**config.mk**
```make
export PLATFORM = sky130hd
export DESIGN_NAME = icm_timer
export DESIGN_NICKNAME = d
export VERILOG_FILES = /design/src/design/icm_pkg.sv /design/src/design/icm_prescale.sv /design/src/design/icm_timer.sv
export VERILOG_INCLUDE_DIRS = /design/src /design/src/design
export SDC_FILE = /design/constraint.sdc
export NUM_CORES = 1
export LEC_CHECK = 0
export BUFFER_PORTS_ARGS = -buffer_cell sky130_fd_sc_hd__buf_2
export CORE_MARGIN = 3
export CORE_UTILIZATION = 35
export DETAILED_ROUTE_END_ITERATION = 12
export MAX_ROUTING_LAYER = met4
export SYNTH_ARGS = -nofsm -noshare
export SYNTH_HDL_FRONTEND = slang
export SYNTH_SLANG_ARGS = --single-unit
```
**constraint.sdc**
```tcl
create_clock -name i_clk -period 4.1 [get_ports i_clk]
set_input_delay 0.205 -clock i_clk [delete_from_list [all_inputs] [get_ports i_clk]]
set_output_delay 0.205 -clock i_clk [all_outputs]
set_load 0.05 [all_outputs]
```
**src/design/icm_defines.svh**
```systemverilog
// offsets, field positions, reset values and timing counts of the interval counter bank
`ifndef ICM_DEFINES_SVH
`define ICM_DEFINES_SVH

`define ICM_ADDR_CNT0       4'h0
`define ICM_ADDR_CNT1       4'h1
`define ICM_ADDR_CNT2       4'h2
`define ICM_ADDR_MODE       4'h3
`define ICM_ADDR_GATE_CLK   4'hF

`define ICM_MODE_IDX_MSB    7
`define ICM_MODE_IDX_LSB    6
`define ICM_MODE_VAL_MSB    2
`define ICM_MODE_VAL_LSB    0

`define ICM_TRIG_GATE_BIT   0
`define ICM_CLK_SEL_BIT     1
`define ICM_SEL_RESET       2'h0
`define ICM_COUNT_RESET     16'h0000
`define ICM_HALF_FULL       16'h8000

`define ICM_SYS_PERIOD_NS   40
`define ICM_INT_PERIOD_NS   10000
`define ICM_INT_HALF_CYC    ((`ICM_INT_PERIOD_NS / 2) / `ICM_SYS_PERIOD_NS)

`endif

```
**src/design/icm_pkg.sv**
```systemverilog
// types of the interval counter bank
package icm_pkg;

  typedef enum logic [2:0] {
    MODE_IDLE      = 3'b000,
    MODE_RATE      = 3'b010,
    MODE_SQUARE    = 3'b011,
    MODE_SW_STROBE = 3'b100,
    MODE_HW_STROBE = 3'b101
  } icm_mode_type;

  typedef struct packed {
    icm_mode_type mode;
    logic [15:0]  init;
    logic [15:0]  cnt;
    logic         clk_prev;
    logic         gate_prev;
    logic         load_pend;
    logic         run;
    logic         armed;
    logic         out;
  } icm_ctr_type;

  typedef struct packed {
    logic [1:0]        sel;
    icm_ctr_type [2:0] ctr;
    logic [15:0]       rdata;
  } icm_top_type;

  typedef struct packed {
    logic [7:0] cnt;
    logic       lvl;
  } icm_pre_type;

endpackage

```
**src/design/icm_prescale.sv**
```systemverilog
// internal system-clock-derived 100 kHz clock level for the first counter
`timescale 1ns/1ps
`include "icm_defines.svh"
module icm_prescale #(
  parameter logic [7:0] HALF_CYC = 8'(`ICM_INT_HALF_CYC)
) (
  // clock and reset
  input  wire logic i_clk,
  input  wire logic i_nrst,
  // divided level
  output logic      o_clk_lvl
);

  icm_pkg::icm_pre_type st_r;
  icm_pkg::icm_pre_type st_nxt;

  always_comb begin
    st_nxt = st_r;
    if (st_r.cnt == HALF_CYC - 8'h01) begin
      st_nxt.cnt = 8'h00;
      st_nxt.lvl = ~st_r.lvl;
    end else begin
      st_nxt.cnt = st_r.cnt + 8'h01;
    end
  end

  always_ff @(posedge i_clk) begin
    if (!i_nrst) begin
      st_r <= '0;
    end else begin
      st_r <= st_nxt;
    end
  end

  assign o_clk_lvl = st_r.lvl;

endmodule // icm_prescale

```
**src/design/icm_timer.sv**
```systemverilog
// three cascadable 16-bit down counters with gate and clock control
//
// Operation
// - rate mode: output high, one-clock low pulse at count one, reload, repeat.
// - rate mode: low gate stops counting; gate low forces pulse output high.
// - rate mode: new count waits for reload; software never programs one.
// - square mode: high first half, low second half, reload and repeat.
// - odd count n: high (n+1)/2 counts, low (n-1)/2 counts.
// - square mode: low gate halts counting and forces output high at once.
// - software strobe: load next clock, count after, low pulse n+1 after write.
// - software strobe: gate only enables counting, never touches output.
// - hardware strobe: gate rise loads next clock, pulse n+1 clocks later.
// - hardware strobe: new count leaves running sequence alone; a gate rise retriggers it.
// - two-bit write-only gate and clock control register at offset F.
// - low control bit lets the trigger input gate the cascaded pair.
// - second control bit picks external pin or internal 100 kHz clock.
// - first counter square wave divides by 2 up to 65,536.
// - pulse width: load full count with gate low, count while high.
// - a counter clock pulse is a falling then a rising edge.
// - second counter runs from the crystal, its output clocks the third.
// - each counter is a presettable 16-bit divider from 2 to 65,536.
`timescale 1ns/1ps
`include "icm_defines.svh"
module icm_timer #(
  parameter logic [7:0] INT_HALF_CYC = 8'(`ICM_INT_HALF_CYC)
) (
  // clock and reset
  input  wire logic        i_clk,
  input  wire logic        i_nrst,
  // host register port
  input  wire logic        i_wr,
  input  wire logic        i_rd,
  input  wire logic [3:0]  i_addr,
  input  wire logic [15:0] i_wdata,
  output logic      [15:0] o_rdata,
  // counter pins
  input  wire logic        i_ctr0_clk,
  input  wire logic        i_first_counter_gate_input,
  input  wire logic        i_external_trigger_input,
  input  wire logic        i_xtal_clk,
  // counter outputs
  output logic             o_ctr0_out,
  output logic             o_ctr1_out,
  output logic             o_ctr2_out
);

  localparam icm_pkg::icm_ctr_type CTR_RST = '{
    mode:      icm_pkg::MODE_IDLE,
    init:      `ICM_COUNT_RESET,
    cnt:       `ICM_COUNT_RESET,
    clk_prev:  1'b1,
    gate_prev: 1'b1,
    load_pend: 1'b0,
    run:       1'b0,
    armed:     1'b0,
    out:       1'b1
  };

  icm_pkg::icm_top_type st_r;
  icm_pkg::icm_top_type st_nxt;

  logic       int_clk;
  logic [2:0] ctr_clk;
  logic [2:0] ctr_gate;
  logic [2:0] wr_cnt;
  logic [2:0] wr_mode;
  logic       gate_pair;

  icm_prescale #(
    .HALF_CYC (INT_HALF_CYC)
  ) u_prescale (
    .i_clk     (i_clk),
    .i_nrst    (i_nrst),
    .o_clk_lvl (int_clk)
  );

  // unknown mode codes leave the counter idle with its output high
  function automatic icm_pkg::icm_mode_type decode_mode(input logic [2:0] code);
    icm_pkg::icm_mode_type m;
    case (code)
      3'h2:    m = icm_pkg::MODE_RATE;
      3'h3:    m = icm_pkg::MODE_SQUARE;
      3'h4:    m = icm_pkg::MODE_SW_STROBE;
      3'h5:    m = icm_pkg::MODE_HW_STROBE;
      default: m = icm_pkg::MODE_IDLE;
    endcase
    return m;
  endfunction

  // a loaded zero stands for 65,536, whose half is 32,768
  function automatic logic [15:0] half_of(input logic [15:0] n);
    return (n == 16'h0000) ? `ICM_HALF_FULL : (n >> 1);
  endfunction

  function automatic logic clk_pulse(input icm_pkg::icm_ctr_type s, input logic clk_in);
    return clk_in & ~s.clk_prev;
  endfunction

  function automatic icm_pkg::icm_ctr_type ctr_step(
    input icm_pkg::icm_ctr_type s,
    input logic                 clk_in,
    input logic                 gate,
    input logic                 wr_c,
    input logic                 wr_m,
    input logic [15:0]          wdata
  );
    icm_pkg::icm_ctr_type n;
    logic                 pulse;
    logic                 rise;
    logic [15:0]          dec;
    n         = s;
    pulse     = clk_pulse(s, clk_in);
    rise      = gate & ~s.gate_prev;
    dec       = s.cnt - 16'h0001;
    n.clk_prev  = clk_in;
    n.gate_prev = gate;
    if (wr_m) begin
      n.mode      = decode_mode(wdata[`ICM_MODE_VAL_MSB:`ICM_MODE_VAL_LSB]);
      n.out       = 1'b1;
      n.load_pend = 1'b0;
      n.run       = 1'b0;
      n.armed     = 1'b0;
    end else begin
      if (pulse) begin
        case (s.mode)
          icm_pkg::MODE_RATE: begin
            if (s.load_pend) begin
              n.cnt       = s.init;
              n.load_pend = 1'b0;
              n.run       = 1'b1;
              n.out       = 1'b1;
            end else if (gate && s.run) begin
              if (s.cnt == 16'h0001) begin
                n.cnt = s.init;
                n.out = 1'b1;
              end else begin
                n.cnt = dec;
                n.out = (dec != 16'h0001);
              end
            end
          end
          icm_pkg::MODE_SQUARE: begin
            if (s.load_pend) begin
              n.cnt       = s.init;
              n.load_pend = 1'b0;
              n.run       = 1'b1;
              n.out       = 1'b1;
            end else if (gate && s.run) begin
              if (s.cnt == 16'h0001) begin
                n.cnt = s.init;
                n.out = 1'b1;
              end else begin
                n.cnt = dec;
                if (dec == half_of(s.init)) begin
                  n.out = 1'b0;
                end
              end
            end
          end
          icm_pkg::MODE_SW_STROBE: begin
            n.out = 1'b1;
            if (s.load_pend) begin
              n.cnt       = s.init;
              n.load_pend = 1'b0;
              n.armed     = 1'b1;
            end else if (gate) begin
              n.cnt = dec;
              if (s.armed && dec == 16'h0000) begin
                n.out   = 1'b0;
                n.armed = 1'b0;
              end
            end
          end
          icm_pkg::MODE_HW_STROBE: begin
            n.out = 1'b1;
            if (s.load_pend) begin
              n.cnt       = s.init;
              n.load_pend = 1'b0;
              n.armed     = 1'b1;
            end else begin
              // once triggered the gate level no longer matters
              n.cnt = dec;
              if (s.armed && dec == 16'h0000) begin
                n.out   = 1'b0;
                n.armed = 1'b0;
              end
            end
          end
          default: begin
            n.out = 1'b1;
          end
        endcase
      end
      // requests are raised after the clock step so one landing in the load cycle is kept
      if (wr_c) begin
        // a running rate or square sequence picks the new count up at reload
        n.init = wdata;
        if (s.mode == icm_pkg::MODE_SW_STROBE) begin
          n.load_pend = 1'b1;
        end else if ((s.mode == icm_pkg::MODE_RATE || s.mode == icm_pkg::MODE_SQUARE)
                     && !s.run) begin
          n.load_pend = 1'b1;
        end
      end
      if (rise && s.mode == icm_pkg::MODE_HW_STROBE) begin
        n.load_pend = 1'b1;
      end
      if (rise && s.run && (s.mode == icm_pkg::MODE_RATE || s.mode == icm_pkg::MODE_SQUARE)) begin
        n.load_pend = 1'b1;
      end
      // the gate drop forces the output high at once, not on the next counter clock
      if (!gate && (s.mode == icm_pkg::MODE_RATE || s.mode == icm_pkg::MODE_SQUARE)) begin
        n.out = 1'b1;
      end
    end
    return n;
  endfunction

  always_comb begin
    gate_pair   = st_r.sel[`ICM_TRIG_GATE_BIT] ? i_external_trigger_input : 1'b1;
    ctr_clk[0]  = st_r.sel[`ICM_CLK_SEL_BIT] ? int_clk : i_ctr0_clk;
    ctr_clk[1]  = i_xtal_clk;
    ctr_clk[2]  = st_r.ctr[1].out;
    ctr_gate[0] = i_first_counter_gate_input;
    ctr_gate[1] = gate_pair;
    ctr_gate[2] = gate_pair;
    for (int i = 0; i < 3; i++) begin
      wr_cnt[i]  = i_wr && (i_addr == 4'(i));
      wr_mode[i] = i_wr && (i_addr == `ICM_ADDR_MODE)
                   && (i_wdata[`ICM_MODE_IDX_MSB:`ICM_MODE_IDX_LSB] == 2'(i));
    end
  end

  always_comb begin
    st_nxt = st_r;
    if (i_wr && i_addr == `ICM_ADDR_GATE_CLK) begin
      st_nxt.sel = i_wdata[1:0];
    end
    for (int i = 0; i < 3; i++) begin
      st_nxt.ctr[i] = ctr_step(st_r.ctr[i], ctr_clk[i], ctr_gate[i],
                               wr_cnt[i], wr_mode[i], i_wdata);
    end
    // the control register is write-only and reads as zero
    if (i_rd) begin
      case (i_addr)
        `ICM_ADDR_CNT0: st_nxt.rdata = st_r.ctr[0].cnt;
        `ICM_ADDR_CNT1: st_nxt.rdata = st_r.ctr[1].cnt;
        `ICM_ADDR_CNT2: st_nxt.rdata = st_r.ctr[2].cnt;
        default:        st_nxt.rdata = 16'h0000;
      endcase
    end
  end

  always_ff @(posedge i_clk) begin
    if (!i_nrst) begin
      st_r.sel   <= `ICM_SEL_RESET;
      st_r.ctr   <= {CTR_RST, CTR_RST, CTR_RST};
      st_r.rdata <= 16'h0000;
    end else begin
      st_r <= st_nxt;
    end
  end

  assign o_rdata    = st_r.rdata;
  assign o_ctr0_out = st_r.ctr[0].out;
  assign o_ctr1_out = st_r.ctr[1].out;
  assign o_ctr2_out = st_r.ctr[2].out;

  logic  c0_pulse;
  logic  c0_quiet;
  assign c0_pulse = clk_pulse(st_r.ctr[0], ctr_clk[0]);
  assign c0_quiet = !wr_cnt[0] && !wr_mode[0];
endmodule // icm_timer

```
# == Yosys cells after proc, flatten, opt, wreduce, memory -nomap -nowiden ==
# Cells that the tools add are included.
# op_classes
addsub,4
n_eq_ne,47
muxes,100
bitwise_logic,15
reduce_logical,79
# ops
cell,count
16-bit 2-to-1 mux,21
16-bit case mux with 3 select lines,4
16-bit zero test,6
1-bit 2-to-1 mux,56
"16-bit by 1-bit == test with 1-bit output, second input constant",3
16-bit == test,3
"16-bit by 1-bit != test with 1-bit output, second input constant",3
"16-bit by 1-bit subtractor with 16-bit output, second input constant",3
1-bit logical AND,29
"3-bit != test, second input constant",9
"3-bit by 2-bit == test with 1-bit output, second input constant",8
"3-bit == test, second input constant",8
2-bit OR reduction,10
3-bit AND reduction,6
5-bit AND reduction,3
2-bit 2-to-1 mux,6
4-bit 2-to-1 mux,3
"4-bit != test, second input constant",3
1-bit case mux with 2 select lines,6
1-bit case mux with 4 select lines,3
3-bit case mux with 4 select lines,1
4-bit AND reduction,3
1-bit inverter,10
"3-bit by 1-bit != test with 1-bit output, second input constant",3
other kinds (16),35
# totals
regBits,149
input_bits,28
out_inout_bits,19
elab_cells,275

# == Longest topological paths before layout ==
# Gate-level depths: netlist of the first run.
# logic_depth
word_depth,14
mapped_depth,12
ltp_nobuf,10

# == Modules after synthesis ==
# Synthesis of the first run repeated with hierarchy kept, for this count alone.
# hier_totals
hier_cells,1313
hier_area_um2,10019.6
# by_module_without_submodules
module,n_inst,cells_per_inst,area_each_um2
icm_timer,1,1266,9610.5
icm_prescale,1,47,409.1

# == Least setup slack after synthesis of the first run ==
# No wires, ideal clock.
# synth_path
kind,reg2reg
start,register st_r[22] in the netlist's numbering
end,register st_r (netlist bit o_ctr0_out)
setup_time_ns,0.116
arrival_time_ns,3.004
setup_slack_ns,0.980
path_stages_with_launch,13
path_cell_list,dfxtp_1 clkbuf_1 inv_1 ha_1 clkbuf_1 or3b_2 nor4_1 xnor3_1 nand2_1 or4_1 o21ai_1 o221ai_1 a31o_1
# synth_between
elab_chain_len,7
elab_cells_between_ends,19
# synth_rtl
element,line,source
"start, declared",icm_timer.sv:59,icm_pkg::icm_top_type st_r;
"start signal, assigned",icm_timer.sv:260,st_r <= st_nxt;
16-bit by 1-bit subtractor with 16-bit output,icm_timer.sv:114,dec = s.cnt - 16'h0001;
16-bit zero test,"icm_timer.sv:168, icm_timer.sv:183",
1-bit logical AND,"icm_timer.sv:168, icm_timer.sv:183",
2-bit 2-to-1 mux,"icm_timer.sv:168, icm_timer.sv:183",
2-bit 2-to-1 mux,icm_timer.sv:166,end else if (gate) begin
1-bit 2-to-1 mux,icm_timer.sv:162,if (s.load_pend) begin
1-bit case mux with 4 select lines,icm_timer.sv:125,case (s.mode)
# Parallel ways exist; a longest one is shown, timed or not. The select of a mux whose other input is x is not followed.
# A chain may end at the register's enable or synchronous reset.

# == Final worst setup path of the first run ==
# Same ends and word-level chain as after synthesis.

==> reports/metrics.csv, run 1 <==
metric;value;unit
Final ANT Viol Nets;0;
Worst-path clk slew;0.07;ns
Max VDD drop;0.1766;mV
post-synthesis mux area share;5.273;%
Post-CTS Setup Inserts;0;
Synthesis Warnings;0;
die width;172.3;um
outcome;completed;
Synth Area in Adders;1.809;%
worst slew margin relative to its limit;19.09;%
largest family of logic cells by synthesized area;simple AND/OR/NAND/NOR gates;
routability congestion estimate;0.9333;
worst-margin pin slew;1.214;ns
All-Layer GR Usage;20.45;%
post-layout min period;3.354;ns
synthesized cell area;9682;um^2
Synth Area in Compound Gates;20.21;%
cells along the critical path;inv_1 -> ha_1 -> or3b_2 -> nor4_1 -> xnor3_1 -> nand2_1 -> or4_1 -> o21ai_1 -> o221ai_1 -> a31o_1;
CP endpoint kind;flop;
average cell area after synthesis;7.529;um^2
max-slew violation count;0;
Final setup viols;0;
IO Pins;47;
vias in the first global route;8103;
overall die height;172.3;um
routed length on met3;1.928;mm
highest routed layer;met4;
xor-xnor portion of the synthesized cell area;7.069;%
FF-to-FF path depth;10;
total negative slack;0;ns
M1 wire length;13.74;mm
first-pass GRT wire length;45.86;mm
Core ar.;27100;um^2
Place WS;0.7497;ns
worst hold slack;0.04291;ns
post-DP HPWL;21.41;mm
fin crit share;81.81;%
# rows;60;
Initial Utilization;35.72;%
met2 wire len;13.07;mm
# nets final;1297;
total length of routed wires;29.21;mm
area share of and/or/nand/nor cells after synthesis;28.22;%
startpoint types;flop;
area delta synth->final;9.512;%
Hold Path Stages;2;
WL/cell;17.81;um
Fill cells;2851;
vias per inst;5.494;
CTS buffer count;17;
Worst Setup Path Type;flop to flop;
critical path required time;4.44;ns
share of cells above drive strength 1;8.833;%
worst skew pair latency;0.44;ns
RSZ-0062 raised after global routing;no;
CTS Root Cell;clkbuf_16;
P_leak;4.151;nW
CTS Buffer Depth;2;
Gate Count Post-Synth;1286;
most frequent cells in the layout;dfxtp_1 (149), nand2_1 (118), nor2_1 (115);
EDFF count, synth;0;
Fin. Hold Viols;0;
ys flop type;dfxtp_1;
vias post-DR;9010;
#FFs+latches synth;149;
DRC;0;
antenna violations before repair;0;
drt initial violations;898;
clk sinks;149;
grt total ovfl;0;
DIE AREA;29690;um^2
Port Buffers;46;
Worst Hold Class;primary input to flop;
critical path's largest stage delay;0.65;ns
Max-Cap Viols;0;
post-route setup slack;0.7459;ns
CTS tree;done;
DRT Pass-1 Iters;5;
Power per Cell Area;304.8;nW/um^2
most common cell after layout, fill and taps aside;dfxtp_1;
Worst Path Arrival;3.69;ns
CP Max Fanout;11;
n_diodes;0;
fin util;39.12;%
Async S/R FF share, synth;0;%
Crit-path slowest cell;nor4_1;
number of H-tree levels;4;
Peak Freq;0.2981;GHz
largest net degree at the start of global routing;69;
Synth cell types;68;
register area share after synthesis;30.81;%
Power Total;3.232;mW
Syn Nets;1328;
setup clock skew after layout;0.01312;ns
-- registers in the layout (all words and copies together) (netlist names) --
| signal | count |
|---|---|
| o_ctr0_out | 1 |
| u_prescale.o_clk_lvl | 1 |
| u_prescale.st_r | 8 |
| o_rdata | 16 |
| o_ctr2_out | 1 |
| st_r | 121 |
| o_ctr1_out | 1 |
-- metrics by stage --
step / instances / cell area, um^2
after floorplan: 1286 / 9682
after global placement: 1607 / 10010
after detailed placement: 1607 / 10010
after CTS: 1640 / 10600
after global routing: 1640 / 10600
final: 1640 / 10600
-- layout make-up --
| cell class | count | area, um^2 | share of cell area, % |
|---|---|---|---|
| clock buffer | 18 | 439.2 | 4.142 |
| clock inverter | 14 | 141.4 | 1.333 |
| inverter | 37 | 138.9 | 1.310 |
| multi-input combinational | 987 | 6072 | 57.27 |
| sequential | 149 | 2983 | 28.13 |
| tap | 372 | 465.4 | 4.390 |
| timing repair buffer | 63 | 362.8 | 3.422 |
-- cells in the mapped netlist (4+ instances only) --
cell,number,area [um^2]
o211ai_1,6,45.04
a211oi_1,9,67.56
xor2_1,38,332.8
dfxtp_1,149,2983
a31oi_1,16,100.1
and3_1,5,31.28
mux2i_1,51,510.5
o22ai_1,22,137.6
a21boi_0,33,247.7
clkbuf_1,82,307.8
nor2b_1,57,356.6
nand2_1,118,442.9
nor2_1,115,431.7
nor3_1,40,200.2
or4_1,8,60.06
buf_1,7,26.28
a2111oi_0,4,35.03
nand4_1,14,87.58
nand4b_1,4,35.03
o31ai_1,4,30.03
nand3_1,22,110.1
o31a_1,4,35.03
xnor2_1,35,306.5
inv_1,37,138.9
a21oi_1,89,445.4
ha_1,14,175.2
a21o_1,5,37.54
nor4_1,36,225.2
nor3b_1,7,52.55
and2_1,62,387.9
buf_4,16,120.1
nand2b_1,18,112.6
buf_2,7,35.03
o21ai_0,89,445.4
or3_1,8,50.05
-- path summary, 6_finish.rpt --
kind                                                  from                  to  slack, ns
worst max-delay path                              st_r[22]          o_ctr0_out       0.75
worst min register to register          u_prescale.st_r[1]  u_prescale.st_r[1]       0.48
worst max register to register                    st_r[22]          o_ctr0_out       0.75
worst min-delay path            i_first_counter_gate_input            st_r[20]       0.04
-- timing repair --
item                                   4_1_cts  5_1_grt
hold buffers                                 1        0
endpoints found under the hold margin        1        0
gates resized for setup                      0        0
-- where the power goes --
group          internal [mW]  switching [mW]  total (mW)  leakage (nW)
sequential              1.46          0.0164        1.48          1.20
combinational         0.0610           0.111       0.172          2.66
clock                  0.872           0.713        1.58         0.284
-- cell families (layout without fill, tap and decap cells) --
| logic type | count (synthesis) | after routing |
|---|---|---|
| buffers and inverters | 150 | 132 |
| and+or+nand+nor | 528 | 528 |
| adders and majority gates | 14 | 14 |
| AOI/OAI and AO/OA | 319 | 319 |
| muxes | 51 | 51 |
| xor gates and xnor gates | 75 | 75 |
| DFF | 149 | 149 |
-- routing by layer --
metal / up-vias / global-route usage (%)
met1: 4231 / 27.93
li1: 4441 / -
met3: 41 / 3.681
met5: - / -
met2: 297 / 31.39
met4: 0 / 5.207
-- worst max-delay path, delay by kind of cell, from the launching register on --
family | cells | cell delay [ns]
AO/OA/AOI/OAI | 3 | 0.50
XOR/XNOR | 1 | 0.24
adder cells (fa/ha/maj) | 1 | 0.34
buffers and inverters | 1 | 0.13
flip-flops | 1 | 0.41
AND/OR/NAND/NOR | 4 | 1.64
(Power assumes the default switching activity.)
==> run 2, diff against run 1 <==
==> constraint.sdc (replaced) <==
create_clock -name i_clk -period 3.2 [get_ports i_clk]
set_input_delay 0.16 -clock i_clk [delete_from_list [all_inputs] [get_ports i_clk]]
set_output_delay 0.16 -clock i_clk [all_outputs]
set_load 0.05 [all_outputs]
==> run 2 against run 1 <==
Compared with the run above:
- via count is 0.59% higher
- cell count is 1.6% higher
- core utilization is 0.90 points higher
- count of clock-buffer cells in the layout is 1 lower
- largest cell class unchanged
- routed wire length is 1.8% higher
- clock power is 34% higher
- maximum frequency is 13% higher
- combinational power is 31% higher
- power is 31% higher
==> reports/metrics.csv, run 2 (synthesized netlist as in run 1, its figures left out) <==
metric;value;unit;change
first-pass GRT wire length;47.59;mm;+3.8%
DRT Pass-1 Iters;5;;unchanged
Final setup viols;0;;unchanged
share of cells above drive strength 1;10.66;%;+1.8 points
CP endpoint kind;flop;;
HP Start;i_wdata[4];;
setup clock skew after layout;0.01385;ns;+0.0007300 ns
Port Buffers;46;;unchanged
Reg2Reg Setup Slack;0.23;ns;-0.52 ns
clk sinks;149;;unchanged
largest net degree at the start of global routing;45;;-35%
# rows;60;;unchanged
Initial Utilization;35.72;%;unchanged
n_diodes;0;;unchanged
drt initial violations;893;;-0.56%
DRC;0;;unchanged
outcome;completed;;
CTS Buffer Depth;2;;unchanged
number of H-tree levels;4;;unchanged
post-DP HPWL;22.07;mm;+3.1%
r2r startpoint;st_r[26];;
CP Max Fanout;10;;-1
Peak Freq;0.3363;GHz;+13%
met2 wire len;13.32;mm;+1.9%
RSZ-0062 raised after global routing;no;;
fin crit share;92.93;%;+11 points
Final ANT Viol Nets;0;;unchanged
antenna violations before repair;0;;unchanged
Worst Hold Class;primary input to flop;;
startpoint types;flop;;
Hold Crit Endpoint;st_r[124];;
Hold Path Stages;3;;+1
critical path's largest stage delay;0.61;ns;-0.04 ns
total negative slack;0;ns;unchanged
Worst Setup Path Type;flop to flop;;
worst slew margin relative to its limit;21.80;%;+2.7 points
overall die height;172.3;um;unchanged
Fill cells;2826;;-0.88%
All-Layer GR Usage;20.90;%;+0.45 points
cells along the critical path;or4_4 -> or3_1 -> a221oi_2 -> o221ai_1 -> or4_1 -> o21ai_1 -> o221ai_1 -> a31o_1;;
routability congestion estimate;0.9932;;+6.4%
# nets final;1325;;+2.2%
area delta synth->final;12.03;%;
max-slew violation count;0;;unchanged
routed length on met3;1.952;mm;+1.2%
vias in the first global route;8323;;+2.7%
Largest register FFs;121;;unchanged
P_leak;4.306;nW;+3.7%
FF-to-FF path depth;8;;-2
M1 wire length;14.15;mm;+3.0%
Crit-path slowest cell;or4_4;;
IO Pins;47;;unchanged
R2R Path End;o_ctr0_out;;
CTS tree;done;;
WL/cell;17.85;um;+0.19%
vias per inst;5.437;;-1.0%
CP most frequent cell;o221ai_1;;
DIE AREA;29690;um^2;unchanged
die width;172.3;um;unchanged
critical path required time;3.52;ns;-0.92 ns
Biggest register;st_r;;
Worst Path Arrival;3.29;ns;-0.40 ns
Max-Cap Viols;0;;unchanged
total length of routed wires;29.75;mm;+1.8%
Max VDD drop;0.3816;mV;+120%
Worst-path clk slew;0.07;ns;about the same
worst-margin pin slew;1.173;ns;-0.04061 ns
vias post-DR;9063;;+0.59%
grt total ovfl;0;;unchanged
highest routed layer;met4;;
CTS Root Cell;clkbuf_16;;
Core ar.;27100;um^2;unchanged
Fin. Hold Viols;0;;unchanged
post-layout min period;2.974;ns;-0.3804 ns
worst skew pair latency;0.43;ns;about the same
Power Total;4.225;mW;+31%
most frequent cells in the layout;dfxtp_1 (149), nand2_1 (118), nor2_1 (115);;
Power per Cell Area;389.5;nW/um^2;+28%
most common cell after layout, fill and taps aside;dfxtp_1;;
CTS buffer count;17;;unchanged
==> run 2: power by group <==
part / internal (mW) / switching [mW] / leakage [nW] / total (mW)
combinational: 0.0822 / 0.144 / 2.81 / 0.226
sequential: 1.87 / 0.0214 / 1.20 / 1.89
clock: 1.23 / 0.874 / 0.295 / 2.11
total: 3.19 / 1.04 / 4.31 / 4.23
==> run 2: routing by layer <==
| layer | global-route usage [%] | vias up |
|---|---|---|
| met3 | 3.749 | 23 |
| li1 | - | 4496 |
| met4 | 4.235 | 0 |
| met2 | 31.75 | 274 |
| met5 | - | - |
| met1 | 29.26 | 4270 |
==> run 2: per-stage QoR <==
| step | setup WS (ns) | hold slack (ns) | instances | utilization, % | instance area [um^2] |
|---|---|---|---|---|---|
| after floorplan | 0.08031 | 0.2615 | 1286 | - | 9682 |
| after global placement | 0.2889 | 0.3694 | 1634 | 37.74 | 10230 |
| after detailed placement | 0.2414 | 0.3868 | 1634 | 37.74 | 10230 |
| after CTS | 0.2237 | 0.03246 | 1667 | 40.02 | 10850 |
| after global routing | 0.003643 | 0.03675 | 1667 | 40.02 | 10850 |
| final | 0.2263 | 0.04224 | 1667 | 40.02 | 10850 |
==> run 2: worst max-delay path by stage <==
stage,startpoint,endpoint,slack (ns),cells past startpoint
3_5_place_dp,st_r[26],o_ctr0_out,0.24,8
3_3_place_gp,st_r[26],o_ctr0_out,0.29,8
2_1_floorplan,st_r[22],o_ctr0_out,0.08,12
4_1_cts,st_r[26],o_ctr0_out,0.22,8
6_report,st_r[26],o_ctr0_out,0.23,8
5_1_grt,st_r[104],o_ctr2_out,0.004,9
==> run 2: critical path, delay by kind of cell, from the launching register on <==
family,cells,cell delay [ns]
AO/OA/AOI/OAI,5,0.91
flip-flops,1,0.41
AND/OR/NAND/NOR,3,1.55
==> run 2: cell type report <==
type                    instances  area (um^2)  share of cell area, %
clock inverters                14        173.9                  1.603
multi-input cells             987         6072                  55.98
well taps                     372        465.4                  4.291
inverters                      37        138.9                  1.280
clock buffers                  17        425.4                  3.922
repair buffers                 91        588.1                  5.422
flip-flops and latches        149         2983                  27.50
==> run 2: repair_timing <==
action	in CTS	in global routing
hold endpoints to repair	2	0
endpoints found under the setup margin	0	0
gates resized for setup	0	0
hold buffers	2	0
setup buffers	0	0
